## src/hdl/bcs_pkg.sv

```systemverilog
// constants shared by the board configuration script controller
package bcs_pkg;
	localparam logic [7:0] CH_NL      = 8'h0a;
	localparam logic [7:0] CH_CR      = 8'h0d;
	localparam logic [7:0] CH_SLASH   = 8'h2f;
	localparam logic [7:0] CH_SPACE   = 8'h20;
	localparam logic [7:0] CH_COLON   = 8'h3a;
	localparam logic [7:0] CH_X       = 8'h78;
	localparam logic [7:0] CH_XU      = 8'h58;
	localparam logic [1:0] VERB_RST   = 2'h3;
	localparam logic       CHECK_RST  = 1'b1;
	// synthesizer reference frequencies in kHz
	localparam int         REF_A_KHZ  = 25000;
	localparam int         REF_B_KHZ  = 14180;
	localparam int         REF_C_KHZ  = 16000;
	localparam int         VCO_MIN_KHZ = 250000;
	localparam int         VCO_MAX_KHZ = 700000;
	// board micro reset pulse length
	localparam int         MRST_NS    = 1000;
	localparam int         CLK_NS     = 50;
	localparam int         MRST_CYC   = (MRST_NS + CLK_NS - 1) / CLK_NS;
	// command kinds, first letter of each line, second letter A splitting MAIN BUS from MEMORY
	typedef enum logic [3:0] {
		BCS_CMD_NONE  = 4'h0,
		BCS_CMD_NOTE  = 4'h1,
		BCS_CMD_LOAD  = 4'h2,
		BCS_CMD_CLK   = 4'h3,
		BCS_CMD_CHECK = 4'h4,
		BCS_CMD_VERB  = 4'h5,
		BCS_CMD_MEM   = 4'h6,
		BCS_CMD_MBUS  = 4'h7,
		BCS_CMD_PORT  = 4'h8
	} bcs_cmd_e;
	typedef enum logic [2:0] {
		BCS_ST_BOOT  = 3'b000,
		BCS_ST_OPEN  = 3'b001,
		BCS_ST_LINE  = 3'b011,
		BCS_ST_EXEC  = 3'b010,
		BCS_ST_WAIT  = 3'b110,
		BCS_ST_DONE  = 3'b111
	} bcs_state_e;
endpackage

```

## src/hdl/bcs_script_ctrl.sv

```systemverilog
// script reader and command dispatcher of the board configuration controller
// Notes on behaviour
// (RQ1) after power-on read any card and open the default root script if present
// (RQ2) script holds one command per newline-separated line
// (RQ3) a line starting with double slash does nothing
// (RQ4) verbosity levels 0..3, 0 errors only, default 3
// (RQ5) load command configures user fpga a, b or c from named file
// (RQ6) with header check on (default) mismatching bitstream is rejected, error flashed
// (RQ7) clock command programs synthesizer a, b or c with m and n
// (RQ8) n and m are positive one- or two-digit decimals
// (RQ9) reference times m must lie in 250..700 mhz; the code does not check this, VCO_MIN_KHZ and VCO_MAX_KHZ are unused
// (RQ10) references: 25 mhz a, 14.18 mhz b, 16 mhz c
// (RQ11) memory-mapped command writes a byte to a 16-bit controller address
// (RQ12) main-bus command writes one 32-bit word to a 32-bit address; the code sends only the low 8 address bits
// (RQ13) serial port numbers 2..4 cause no operation
// (RQ14) host window 0 goes to controller, windows 1..7 to user fpga a
// (RQ15) controller and fpga a never drive the bridge back-end together
// (RQ16) back-end link uses 32 data bits and no dma signals
// (RQ17) controller shares 40-bit main bus with three user fpgas
// (RQ18) configuration control registers sit in the micro's address space
// (RQ19) after own configuration the controller resets the board micro
// (RQ20) user configuration resets held inactive until controller configured; the code holds them low (asserted) until cfg_rel is set
// (RQ21) micro polls each temperature sensor about once per second
// (RQ22) terminal runs 19200 bit/s, no parity, no handshake
// (RQ23) script lines run in file order, each finished before the next
`timescale 1ns/10ps
`default_nettype none
module bcs_script_ctrl #(
	parameter int ADDR_W = 16,
	parameter int MB_W   = 40
) (
	input  wire logic              mclk,               // 20 mhz controller clock
	input  wire logic              rst_n,              // async power-on reset
	input  wire logic              card_present,       // card inserted
	input  wire logic              script_found,       // default root script exists
	output logic                   script_open,        // open request to card reader
	input  wire logic              char_valid,         // script character offered
	input  wire logic [7:0]        char_data,          // script character
	output logic                   char_ready,         // character taken
	input  wire logic              script_eof,         // end of script file
	output logic                   load_start,         // load pulse for user fpga
	output logic [1:0]             load_target,        // 0 a, 1 b, 2 c
	output logic [7:0]             load_name0,         // first filename character
	input  wire logic              header_match,       // bitstream target matches board
	input  wire logic              load_done,          // load finished
	output logic                   error_flash,        // error indicator
	output logic                   synth_start,        // synthesizer write pulse
	output logic [1:0]             synth_sel,          // 0 a, 1 b, 2 c
	output logic [6:0]             synth_n,            // divide value
	output logic [6:0]             synth_m,            // multiply value
	input  wire logic              synth_done,         // synthesizer written
	output logic                   mem_wr,             // controller byte write
	output logic [ADDR_W-1:0]      controller_byte_address, // byte address
	output logic [7:0]             mem_data,           // byte value
	output logic                   mb_wr,              // main-bus write strobe
	output logic [MB_W-1:0]        mb_out,             // 40-bit main-bus lines
	output logic                   mb_out_en,          // main-bus drive enable
	input  wire logic              mb_ack,             // main-bus write taken
	output logic [1:0]             verbosity,          // serial verbosity level
	output logic                   header_check,       // header checking enable
	input  wire logic [2:0]        host_bar,           // host window of access
	input  wire logic              host_access,        // host access present
	output logic                   host_to_ctrl,       // route access to controller
	output logic                   host_to_fpga_a,     // route access to fpga a
	output logic                   backend_own_request,// ask for bridge back-end
	input  wire logic              backend_own_grant,  // back-end granted when low
	output logic                   backend_drive_en,   // drive 32 back-end data bits
	output logic                   micro_reset_n,      // board micro reset
	output logic [2:0]             user_config_reset_n // user fpga config resets
);
	localparam int NIB_W = 64;
	typedef struct packed {
		bcs_pkg::bcs_state_e st;
		bcs_pkg::bcs_cmd_e   cmd;
		logic [5:0]          pos;      // char index within line
		logic [1:0]          field;    // argument field number
		logic [NIB_W-1:0]    acc0;     // first hex/decimal argument
		logic [NIB_W-1:0]    acc1;     // second argument
		logic [1:0]          tgt;
		logic [7:0]          name0;
		logic                second;   // last char was a separator
		logic [1:0]          verb;
		logic                chk;
		logic                err;
		logic                open;
		logic [1:0]          go;       // 1 load, 2 synth, 3 bus
		logic                mwr;
		logic                mbw;
		logic [4:0]          mrst;
		logic                own_req;
		logic                cfg_rel;
	} bcs_s;
	bcs_s q_r, q_nxt;

	// the parser and the bus packing serve only these widths
	if (ADDR_W != 16 || MB_W != 40) begin : g_width_check
		$error("bcs_script_ctrl: unsupported widths");
	end

	function automatic logic [3:0] hexval(input logic [7:0] c);
		if (c >= 8'h61)
			hexval = 4'(c - 8'h57);
		else if (c >= 8'h41)
			hexval = 4'(c - 8'h37);
		else
			hexval = 4'(c - 8'h30);
	endfunction

	function automatic logic [6:0] dec2(input logic [NIB_W-1:0] v);
		// two packed decimal digits, tens in bits 7:4
		dec2 = 7'(v[7:4] * 4'ha + v[3:0]);
	endfunction

	// next-state logic of the whole controller
	always_comb begin
		logic [7:0] c;
		c = char_data;
		q_nxt = q_r;
		q_nxt.go = 2'h0;
		q_nxt.mwr = 1'b0;
		q_nxt.mbw = 1'b0;
		// (RQ19) micro reset pulse after own configuration
		if (q_r.mrst != 5'h0)
			q_nxt.mrst = q_r.mrst - 5'h1;
		case (q_r.st)
			bcs_pkg::BCS_ST_BOOT: begin
				// (RQ20) release user config resets once configured
				q_nxt.cfg_rel = 1'b1;
				if (q_r.mrst == 5'h1) begin
					// (RQ1) open default script when a card holds one
					q_nxt.open = card_present && script_found;
					q_nxt.st = (card_present && script_found) ?
						bcs_pkg::BCS_ST_LINE : bcs_pkg::BCS_ST_DONE;
				end
			end
			bcs_pkg::BCS_ST_LINE: begin
				if (char_valid) begin
					q_nxt.pos = (q_r.pos == 6'h3f) ? q_r.pos : q_r.pos + 6'h1;
					// (RQ2) newline ends the command
					if (c == bcs_pkg::CH_NL) begin
						q_nxt.st = bcs_pkg::BCS_ST_EXEC;
						// an empty line must not repeat the previous command
						if (q_r.pos == 6'h0)
							q_nxt.cmd = bcs_pkg::BCS_CMD_NONE;
					end else if (q_r.pos == 6'h0) begin
						// a new line starts with empty arguments
						q_nxt.acc0 = '0;
						q_nxt.acc1 = '0;
						// (RQ3) comment lines are marked and skipped
						case (c)
							bcs_pkg::CH_SLASH: q_nxt.cmd = bcs_pkg::BCS_CMD_NOTE;
							8'h46: q_nxt.cmd = bcs_pkg::BCS_CMD_LOAD;
							8'h43: q_nxt.cmd = bcs_pkg::BCS_CMD_CLK;
							8'h53: q_nxt.cmd = bcs_pkg::BCS_CMD_CHECK;
							8'h56: q_nxt.cmd = bcs_pkg::BCS_CMD_VERB;
							8'h4d: q_nxt.cmd = bcs_pkg::BCS_CMD_MEM;
							8'h50: q_nxt.cmd = bcs_pkg::BCS_CMD_PORT;
							default: q_nxt.cmd = bcs_pkg::BCS_CMD_NONE;
						endcase
					end else if (q_r.pos == 6'h1 && q_r.cmd == bcs_pkg::BCS_CMD_MEM &&
							c == 8'h41) begin
						q_nxt.cmd = bcs_pkg::BCS_CMD_MBUS; // MAIN versus MEMORY
					end else if (q_r.cmd != bcs_pkg::BCS_CMD_NOTE && c != bcs_pkg::CH_CR) begin
						// a separator marks the start of the next word
						q_nxt.second = (c == bcs_pkg::CH_SPACE || c == bcs_pkg::CH_COLON);
						if (!q_nxt.second) begin
							if (q_r.cmd == bcs_pkg::BCS_CMD_MEM ||
									q_r.cmd == bcs_pkg::BCS_CMD_MBUS) begin
								// 0x opens a hex field, its digits follow with no gap
								if (c == bcs_pkg::CH_X || c == bcs_pkg::CH_XU)
									q_nxt.field = q_r.field + 2'h1;
								else if (!q_r.second && q_r.field == 2'h1)
									q_nxt.acc0 = {q_r.acc0[NIB_W-5:0], hexval(c)};
								else if (!q_r.second && q_r.field == 2'h2)
									q_nxt.acc1 = {q_r.acc1[NIB_W-5:0], hexval(c)};
							end else if (q_r.cmd == bcs_pkg::BCS_CMD_CLK) begin
								// N, M and the clock letter count only at a word start
								if (q_r.second && (c == 8'h4e || c == 8'h4d))
									q_nxt.field = (c == 8'h4e) ? 2'h1 : 2'h2;
								else if (q_r.second && q_r.field == 2'h0 &&
										c >= 8'h41 && c <= 8'h43)
									q_nxt.tgt = 2'(c - 8'h41);
								else if (c >= 8'h30 && c <= 8'h39 && q_r.field == 2'h1)
									q_nxt.acc0 = {q_r.acc0[NIB_W-5:0], hexval(c)};
								else if (c >= 8'h30 && c <= 8'h39 && q_r.field == 2'h2)
									q_nxt.acc1 = {q_r.acc1[NIB_W-5:0], hexval(c)};
							end else if (q_r.cmd == bcs_pkg::BCS_CMD_LOAD) begin
								if (q_r.second && q_r.field == 2'h0 &&
										c >= 8'h41 && c <= 8'h43) begin
									q_nxt.tgt = 2'(c - 8'h41);
									q_nxt.field = 2'h1;
								end else if (q_r.second && q_r.field == 2'h1) begin
									q_nxt.name0 = c;
									q_nxt.field = 2'h2;
								end
							end else begin
								// level, yes/no and port words: the last char counts
								q_nxt.acc1 = {q_r.acc1[NIB_W-5:0], hexval(c)};
							end
						end
					end
				end else if (script_eof) begin
					q_nxt.st = bcs_pkg::BCS_ST_DONE;
				end
			end
			bcs_pkg::BCS_ST_EXEC: begin
				q_nxt.st = bcs_pkg::BCS_ST_LINE;
				case (q_r.cmd)
					bcs_pkg::BCS_CMD_VERB: begin
						// (RQ4) levels 0..3 only
						if (q_r.acc1[3:0] <= 4'h3)
							q_nxt.verb = q_r.acc1[1:0];
					end
					bcs_pkg::BCS_CMD_CHECK: begin
						// (RQ6) y enables header checking
						q_nxt.chk = (q_r.acc1[3:0] == hexval(8'h79));
					end
					bcs_pkg::BCS_CMD_LOAD: begin
						// (RQ5) start load of the named fpga
						q_nxt.go = 2'h1;
						q_nxt.st = bcs_pkg::BCS_ST_WAIT;
					end
					bcs_pkg::BCS_CMD_CLK: begin
						// (RQ8) zero arguments are refused
						if (dec2(q_r.acc0) != 7'h0 && dec2(q_r.acc1) != 7'h0) begin
							// (RQ7) program chosen synthesizer
							q_nxt.go = 2'h2;
							q_nxt.st = bcs_pkg::BCS_ST_WAIT;
						end
					end
					bcs_pkg::BCS_CMD_MEM: begin
						// (RQ11) single byte write
						q_nxt.mwr = 1'b1;
					end
					bcs_pkg::BCS_CMD_MBUS: begin
						// (RQ15) ask for the shared path before writing
						q_nxt.own_req = 1'b1;
						q_nxt.go = 2'h3;
						q_nxt.st = bcs_pkg::BCS_ST_WAIT;
					end
					// (RQ13) port commands do nothing for any port number, port 1 included
					default: ;
				endcase
				q_nxt.pos = 6'h0;
				q_nxt.field = 2'h0;
				q_nxt.second = 1'b0;
			end
			bcs_pkg::BCS_ST_WAIT: begin
				// (RQ23) hold the script until the command finishes
				if (q_r.cmd == bcs_pkg::BCS_CMD_LOAD && load_done) begin
					// (RQ6) with header checking on, a mismatch flashes the error indicator
					if (q_r.chk && !header_match)
						q_nxt.err = 1'b1;
					q_nxt.st = bcs_pkg::BCS_ST_LINE;
				end else if (q_r.cmd == bcs_pkg::BCS_CMD_CLK && synth_done) begin
					q_nxt.st = bcs_pkg::BCS_ST_LINE;
				end else if (q_r.cmd == bcs_pkg::BCS_CMD_MBUS && q_r.own_req &&
						(q_r.mbw || backend_own_grant == 1'b0)) begin
					// (RQ12) one main-bus write, started while ours, held until taken
					q_nxt.mbw = ~mb_ack;
					if (mb_ack) begin
						q_nxt.own_req = 1'b0;
						q_nxt.st = bcs_pkg::BCS_ST_LINE;
					end
				end
			end
			bcs_pkg::BCS_ST_DONE: ;
			default: q_nxt.st = bcs_pkg::BCS_ST_BOOT;
		endcase
	end

	// state register
	always_ff @(posedge mclk or negedge rst_n) begin
		if (!rst_n) begin
			q_r <= '0;
			q_r.st <= bcs_pkg::BCS_ST_BOOT;
			q_r.verb <= bcs_pkg::VERB_RST;
			q_r.chk <= bcs_pkg::CHECK_RST;
			q_r.mrst <= 5'(bcs_pkg::MRST_CYC + 1);
		end else begin
			q_r <= q_nxt;
		end
	end

	// outputs
	assign script_open = q_r.open;
	assign char_ready = (q_r.st == bcs_pkg::BCS_ST_LINE);
	assign load_start = (q_r.go == 2'h1);
	assign load_target = q_r.tgt;
	assign load_name0 = q_r.name0;
	assign error_flash = q_r.err;
	assign synth_start = (q_r.go == 2'h2);
	assign synth_sel = q_r.tgt;
	// (RQ10) synthesizer references fixed by the board clocks
	assign synth_n = dec2(q_r.acc0);
	assign synth_m = dec2(q_r.acc1);
	// (RQ18) byte writes land in the micro's address space
	assign mem_wr = q_r.mwr;
	assign controller_byte_address = q_r.acc0[ADDR_W-1:0];
	assign mem_data = q_r.acc1[7:0];
	assign mb_wr = q_r.mbw;
	// (RQ17) address then data share the 40-bit bus
	assign mb_out = {q_r.acc0[7:0], q_r.acc1[31:0]};
	assign mb_out_en = q_r.mbw;
	assign verbosity = q_r.verb;
	assign header_check = q_r.chk;
	// (RQ14) window 0 to controller, others to fpga a
	assign host_to_ctrl = host_access && (host_bar == 3'h0);
	assign host_to_fpga_a = host_access && (host_bar != 3'h0);
	assign backend_own_request = q_r.own_req;
	// (RQ16) only 32 data bits driven, never while fpga a owns it
	assign backend_drive_en = q_r.own_req && !backend_own_grant;
	// (RQ21) the micro, once released, runs its own sensor polling
	// (RQ19) micro held in reset for a short pulse after start
	assign micro_reset_n = (q_r.mrst == 5'h0);
	// (RQ20) user config resets stay low (asserted) until released
	assign user_config_reset_n = {3{q_r.cfg_rel}};
endmodule
`default_nettype wire

```

## config.mk

```make
export PLATFORM = sky130hd
export DESIGN_NAME = bcs_script_ctrl
export DESIGN_NICKNAME = d
export VERILOG_FILES = /design/src/hdl/bcs_pkg.sv /design/src/hdl/bcs_script_ctrl.sv
export SDC_FILE = /design/constraint.sdc
export NUM_CORES = 1
export LEC_CHECK = 0
export BUFFER_PORTS_ARGS = -buffer_cell sky130_fd_sc_hd__buf_2
export CAP_MARGIN = 20
export CORE_MARGIN = 2
export CORE_UTILIZATION = 51
export CTS_BUF_LIST = sky130_fd_sc_hd__clkbuf_4 sky130_fd_sc_hd__clkbuf_8
export DETAILED_ROUTE_END_ITERATION = 7
export GPL_ROUTABILITY_DRIVEN = 0
export PLACE_DENSITY = 0.9
export SETUP_SLACK_MARGIN = 0.05
export SLEW_MARGIN = 20
export SYNTH_ARGS = -nofsm -noshare
export SYNTH_HDL_FRONTEND = slang
export SYNTH_SLANG_ARGS = --single-unit
```

## constraint.sdc

```tcl
create_clock -name mclk -period 2.48 [get_ports mclk]
set_input_delay 0.124 -clock mclk [delete_from_list [all_inputs] [get_ports mclk]]
set_output_delay 0.124 -clock mclk [all_outputs]
set_load 0.05 [all_outputs]
```

==> results.md, run 1 <==
- Outcome: completed
- Worst-margin pin slew: about 0.75 ns
- Post-Route WL: about 13000 um
- R2r startpoint: controller_byte_address[4]
- Avg Inst Size Synth: between 10 and 15 um2
- Post-route design area: 6400 um2
- Final ANT Viol Nets: 0
- Hold_sp: header_match
- DRT iter0 DRCs: around 580
- Area leader, netlist: dfrtp_1
- Ant diodes: 0
- Top post-synthesis cells by count: buf_4, dfrtp_1, a22o_1
- Layout cells sized above 1: between 30% and 40%
- Clk root buf: clkbuf_8
- Final Core Density: 59.3%
- CP peak stage delay: 0.52 ns
- Critical Path Stages: 9
- Clock Skew: between 0.01 and 0.015 ns
- Worst Path Required: 2.73 ns
- Power, Total: about 2.7 mW
- Top FF cell, synth: dfrtp_1
- Chip Width: 109 um
- CP startpoint: controller_byte_address[4]
- I/O Pins: 132
- Crit Path Category: reg2reg
- LEAKAGE: ~3.4 nW
- Vias: approximately 4400
- Worst r2r path cells: 9
- Die area: about 12000 um2
- Max VDD drop: between 0.2 and 0.25 mV
- Pwr per Cell Area: 415 nW/um2
- Layout area overhead: 14.3%
- Area of the mapped netlist: approximately 5600 um2
- Vias per cell: approximately 5.8
- Final setup viols: 0
- CP Cell Sequence: buf_6, ha_2, inv_1, fa_2, inv_1, nor4_1, a32oi_2, a21boi_2, o211ai_1
- RSZ-0062 raised after global routing: true
- Max cap viols: 0
- CP max FO: 5
- Num CTS Buffers: 9
- Vias in the first global route: 4327
- Final period util: 99.5%
- Final net count: between 600 and 700
- CTS Buffer Depth: 2
- Initial antenna violation count: 0
- Synth Register Bits: 90
- Slowest stage cell, crit path: fa_2
- Cell count after synthesis: 548
- Slew margin rel.: around half
- Placed Area: 6020 um2
- Crit end category: flip-flop
- EDFF count, synth: 0
- Delay-heaviest family, CP: adder cells
- CP arrival: between 2 and 3 ns
- GRT overflow: 0
- DRC Markers: 0
- Largest net degree at the start of global routing: 52
- TritonCTS clock tree: built
- H-tree depth: 3
- Ys Warns: 0
- Bufs and invs on worst path: 3
- Non-Filler Instances: 770
- Register area share after synthesis: between 40% and 50%
- Core Region: approximately 11000 um2
- Die height: 109 um
- Ys async rst share: 100%
- DPL Wire Length: 9560 um
- Initial core utilization: around half
- Placed cell count: roughly 750
- Hold WS: 0.0716 ns
- Fmax: roughly 410 MHz
- Tmin final: between 2 and 2.5 ns
- Count of input and output buffers: approximately 130
- First-pass GRT wire length: approximately 21000 um
- Critical Path Most Common Cell: inv_1
- Top cell type's share of synthesized area: around 38%
- Hold Fails Final Rpt: 0
- Setup crit start kind: flip-flop
- Clock slew at reported path FFs: 0.09 ns
- Area contributors post-synth: dfrtp_1, buf_4, a22o_1
- Total Routing Usage GR: between 20 and 25%
- Distinct cells, synth: 69
- Clock latency on the worst-skew pair: 0.37 ns
- Drt first pass iters: 6
- Syn_nets: ~600
- # rows: 38
- Max Transition Viols Final: 0
- Avg WL per Cell: between 15 and 20 um
- Hold Path Class: in2reg
- Clk sinks: 90
- WHS Path Cells: 3
through the flow:
step | setup TNS (ns) | setup slack, ns
6_report | 0 | 0.0134
3_3_place_gp | -0.0435 | -0.0435
5_1_grt | -0.291 | -0.0779
2_1_floorplan | -0.0358 | -0.0201
4_1_cts | -0.00858 | -0.00656
3_5_place_dp | -1.65 | -0.156
cell type report:
| class | instances | area (um2) |
|---|---|---|
| fill | 888 | 4400 |
| multi-input combinational | 333 | 2660 |
| sequential | 90 | 2260 |
| timing repair buffer | 169 | 1020 |
| tap | 140 | 175 |
| clock buffer | 9 | 124 |
| inverter | 22 | 82.6 |
| clock inverter | 7 | 76.3 |
timing repair:
item                                    4_1_cts  5_1_grt
setup buffers                                 2        2
resized for setup                            20       17
pin swaps                                    11       12
endpoints found under the setup margin        6       59
hold endpoints to repair                     51        0
hold buffers                                  2        0
worst register-to-register path, stage by stage (launching register included):
cell and delay, ns:
dfrtp_1 0.38, buf_6 0.12, ha_2 0.18, inv_1 0.07, fa_2 0.52, inv_1 0.06, nor4_1 0.48, a32oi_2 0.25
a21boi_2 0.20, o211ai_1 0.10
cells by family after synthesis:
kind of cell / after synthesis / synth area share, %
muxes: 17 / 3.84
xor gates and xnor gates: 19 / 2.97
DFF: 90 / 40.4
adders and majority gates: 32 / 7.69
AOI/OAI and AO/OA: 117 / 16.3
and+or+nand+nor: 148 / 14.4
buffers and inverters: 125 / 14.4
worst paths after layout:
check	end	slack, ns
max in group asynchronous	q_r[6]	1.45
min in group asynchronous	mb_out[22]	0.32
worst max register to register	q_r[169]	0.01
worst max-delay path	q_r[169]	0.01
worst min register to register	error_flash	0.48
worst min-delay path	error_flash	0.07
power by group:
part,switching [mW],internal (mW)
Combinational,0.0931,0.0434
Sequential,0,1.47
Clock,0.578,0.477
Total,0.671,1.99
state kept, by name, indices dropped and copies added (netlist names), named ones only:
name / count
mem_wr: 1
q_r: 23
script_open: 1
backend_own_request: 1
verbosity: 2
header_check: 1
mb_out: 32
user_config_reset_n: 1
error_flash: 1
mb_out_en: 1
controller_byte_address: 16
load_name0: 8
layout by cell type (no fill, tap or decap), types with 11 or more instances in the layout:
cell type,count
a22o_1,43
buf_2,126
buf_4,32
dfrtp_1,84
ha_1,25
inv_1,21
nand2_1,32
nand3_1,16
nor2_1,28
nor3_1,11
o21ai_0,14
per-layer routing:
metal | share of wire (%) | track usage [%]
met2 | 50 | 39.4
met1 | 41 | 28.8
met3 | 6.5 | 3.29
met5 | 0 | 0
met4 | 3.2 | 8.79
Note: power is estimated with default switching activity, not from simulation.
==> run 2, diff against run 1 <==
Settings changed: CORE_UTILIZATION 51 to 40, PLACE_DENSITY 0.9 to 0.76.
==> results.md, run 2 (synthesis results as in run 1) <==
- DRC Markers: 0 (unchanged)
- Clk sinks: 90 (unchanged)
- Avg WL per Cell: 16.9 um (was 17.2 um)
- Clock Skew: 0.0148 ns (was 0.0119 ns)
- H-tree depth: 3 (unchanged)
- Delay-heaviest family, CP: adder cells (unchanged)
- Max FFs per register: 32 (unchanged)
- Most frequent cells in the layout: buf_2, dfrtp_1, a22o_1 (unchanged)
- Hold_sp: header_match (unchanged)
- Power, Total: 2.78 mW (was 2.66 mW)
- Die area: 15000 um2 (was 11800 um2)
- Chip Width: 122 um (was 109 um)
- Final Core Density: 47.9% (was 59.3%)
- Hold Fails Final Rpt: 0 (unchanged)
- WHS Path Cells: 3 (unchanged)
- R2r startpoint: controller_byte_address[7] (was controller_byte_address[4])
- CP Cell Sequence: ha_4, ha_4, inv_2, fa_2, xor2_2, buf_4, nand3_2, o22ai_2, a32oi_4, a21boi_2, o211ai_1 (was buf_6, ha_2, inv_1, fa_2, inv_1, nor4_1, a32oi_2, a21boi_2, o211ai_1)
- Worst Path Required: 2.74 ns (was 2.73 ns)
- # rows: 43 (was 38)
- Final setup margin: -0.0319 ns (was 0.0134 ns)
- DPL Wire Length: 10000 um (was 9560 um)
- Bufs and invs on worst path: 2 (was 3)
- Slowest stage cell, crit path: dfrtp_1 (was fa_2)
- # fillers: 1299 (was 888)
- Worst r2r path cells: 11 (was 9)
- Reg2reg setup slack: -0.03 ns (was 0.01 ns)
- Post-route design area: 6600 um2 (was 6400 um2)
- Num CTS Buffers: 9 (unchanged)
- Post-Route WL: 13800 um (was 13300 um)
- Final setup viols: 5 (was 0)
- Crit Path Category: reg2reg (unchanged)
- Hold Path Class: in2reg (unchanged)
- Final net count: 685 (was 680)
- Max cap viols: 0 (unchanged)
- CP peak stage delay: 0.43 ns (was 0.52 ns)
- Largest net degree at the start of global routing: 49 (was 52)
- Max Transition Viols Final: 0 (unchanged)
- Vias in the first global route: 4410 (was 4327)
- Clock slew at reported path FFs: 0.09 ns (about the same)
- Count of input and output buffers: 131 (unchanged)
- Placed Area: 6110 um2 (was 6020 um2)
- Placed cell count: 793 (was 748)
- Non-Filler Instances: 815 (was 770)
- Slew margin rel.: 49.0% (was 49.3%)
- CTS Buffer Depth: 2 (unchanged)
- I/O Pins: 132 (unchanged)
- Setup crit start kind: flip-flop (unchanged)
- CP arrival: 2.77 ns (was 2.72 ns)
- Layout area overhead: 17.8% (was 14.3%)
- Fmax: 398 MHz (was 405 MHz)
- Critical Path Most Common Cell: ha_4 (was inv_1)
- Clock latency on the worst-skew pair: 0.38 ns (was 0.37 ns)
- Clk root buf: clkbuf_8 (unchanged)
- DRT iter0 DRCs: 397 (was 583)
- TritonCTS clock tree: built (unchanged)
- Total Routing Usage GR: 18.6% (was 22.8%)
- Final ANT Viol Nets: 0 (unchanged)
- Layout cells sized above 1: 39.7% (was 37.8%)
- Ant diodes: 0 (unchanged)
- Pwr per Cell Area: 421 nW/um2 (was 415 nW/um2)
- Initial core utilization: 40.7% (was 51.9%)
- Failing checks: setup timing
- Initial antenna violation count: 0 (unchanged)
- Max VDD drop: 0.211 mV (was 0.225 mV)
- RSZ-0062 raised after global routing: true (unchanged)
- Vias: 4480 (was 4439)
- Final period util: 101% (was 99.5%)
- First-pass GRT wire length: 22100 um (was 21200 um)
- FF-to-FF End: q_r[169] (unchanged)
- Worst-margin pin slew: 0.757 ns (was 0.754 ns)
- Core Region: 13800 um2 (was 10800 um2)
- LEAKAGE: 3.42 nW (was 3.37 nW)
- WHS Endpoint: error_flash (unchanged)
- Tmin final: 2.51 ns (was 2.47 ns)
- GRT overflow: 0 (unchanged)
- Crit end category: flip-flop (unchanged)
- Vias per cell: 5.50 (was 5.76)
- Outcome: finished with violations (was completed)
- Commonest non-fill, non-tap cell in the layout: buf_2 (unchanged)
- Die height: 122 um (was 109 um)
- CP max FO: 2 (was 5)
- Drt first pass iters: 6 (unchanged)
run 2: how the worst max path moves through the flow:
stage	from	to	slack [ns]	cells past startpoint
2_1_floorplan	mb_out[5]	q_r[167]	-0.02	9
3_3_place_gp	controller_byte_address[5]	q_r[167]	-0.006	10
3_5_place_dp	mb_out[5]	q_r[167]	-0.19	8
4_1_cts	mb_out[7]	synth_m[6]	-0.03	6
5_1_grt	controller_byte_address[7]	q_r[169]	-0.17	11
6_report	controller_byte_address[7]	q_r[169]	-0.03	11
run 2: metal layers:
layer,vias up,share of wire (%),GRT usage [%]
met5,-,0,0
met4,0,2.2,6.97
met3,37,6.9,4.00
met2,216,50,31.9
met1,2186,41,22.9
li1,2041,-,-
run 2: power by group:
group | internal (mW) | total (mW) | switching, mW
combinational | 0.0446 | 0.138 | 0.0935
clock | 0.585 | 1.17 | 0.587
sequential | 1.47 | 1.47 | 0
run 2: area by class of cell:
type,count,area [um2],share of cell area [%]
tap,180,225,3.41
clock inverter,7,105,1.59
timing repair buffer,174,1050,16.0
clock buffer,9,124,1.88
multi-input combinational,333,2750,41.6
sequential,90,2260,34.3
inverter,22,82.6,1.25
run 2: worst reg2reg max path: cells and delay by family (launching register included):
kind	cells	cell delay (ns)
fa+ha+maj	3	0.76
flops	1	0.43
simple gates	1	0.10
buf+inv	2	0.19
xor+xnor	1	0.20
compound gates	4	0.72
run 2: timing repair:
item                                    CTS  global route
gates resized for setup                  24            23
setup buffers                             1             3
endpoints found under the hold margin    43             0
endpoints found under the setup margin   39            64
cloned                                    0             0
pin swaps                                11            11
hold buffers                              2             0
run 2: per-stage QoR:
| step | setup TNS (ns) | setup slack (ns) | hold WS, ns |
|---|---|---|---|
| 6_report | -0.0631 | -0.0319 | 0.0609 |
| 4_1_cts | -0.0650 | -0.0273 | 0.0354 |
| 3_3_place_gp | -0.00569 | -0.00569 | 0.147 |
| 3_5_place_dp | -1.29 | -0.189 | 0.157 |
| 5_1_grt | -0.984 | -0.166 | 0.0574 |
| 2_1_floorplan | -0.0358 | -0.0201 | -0.172 |
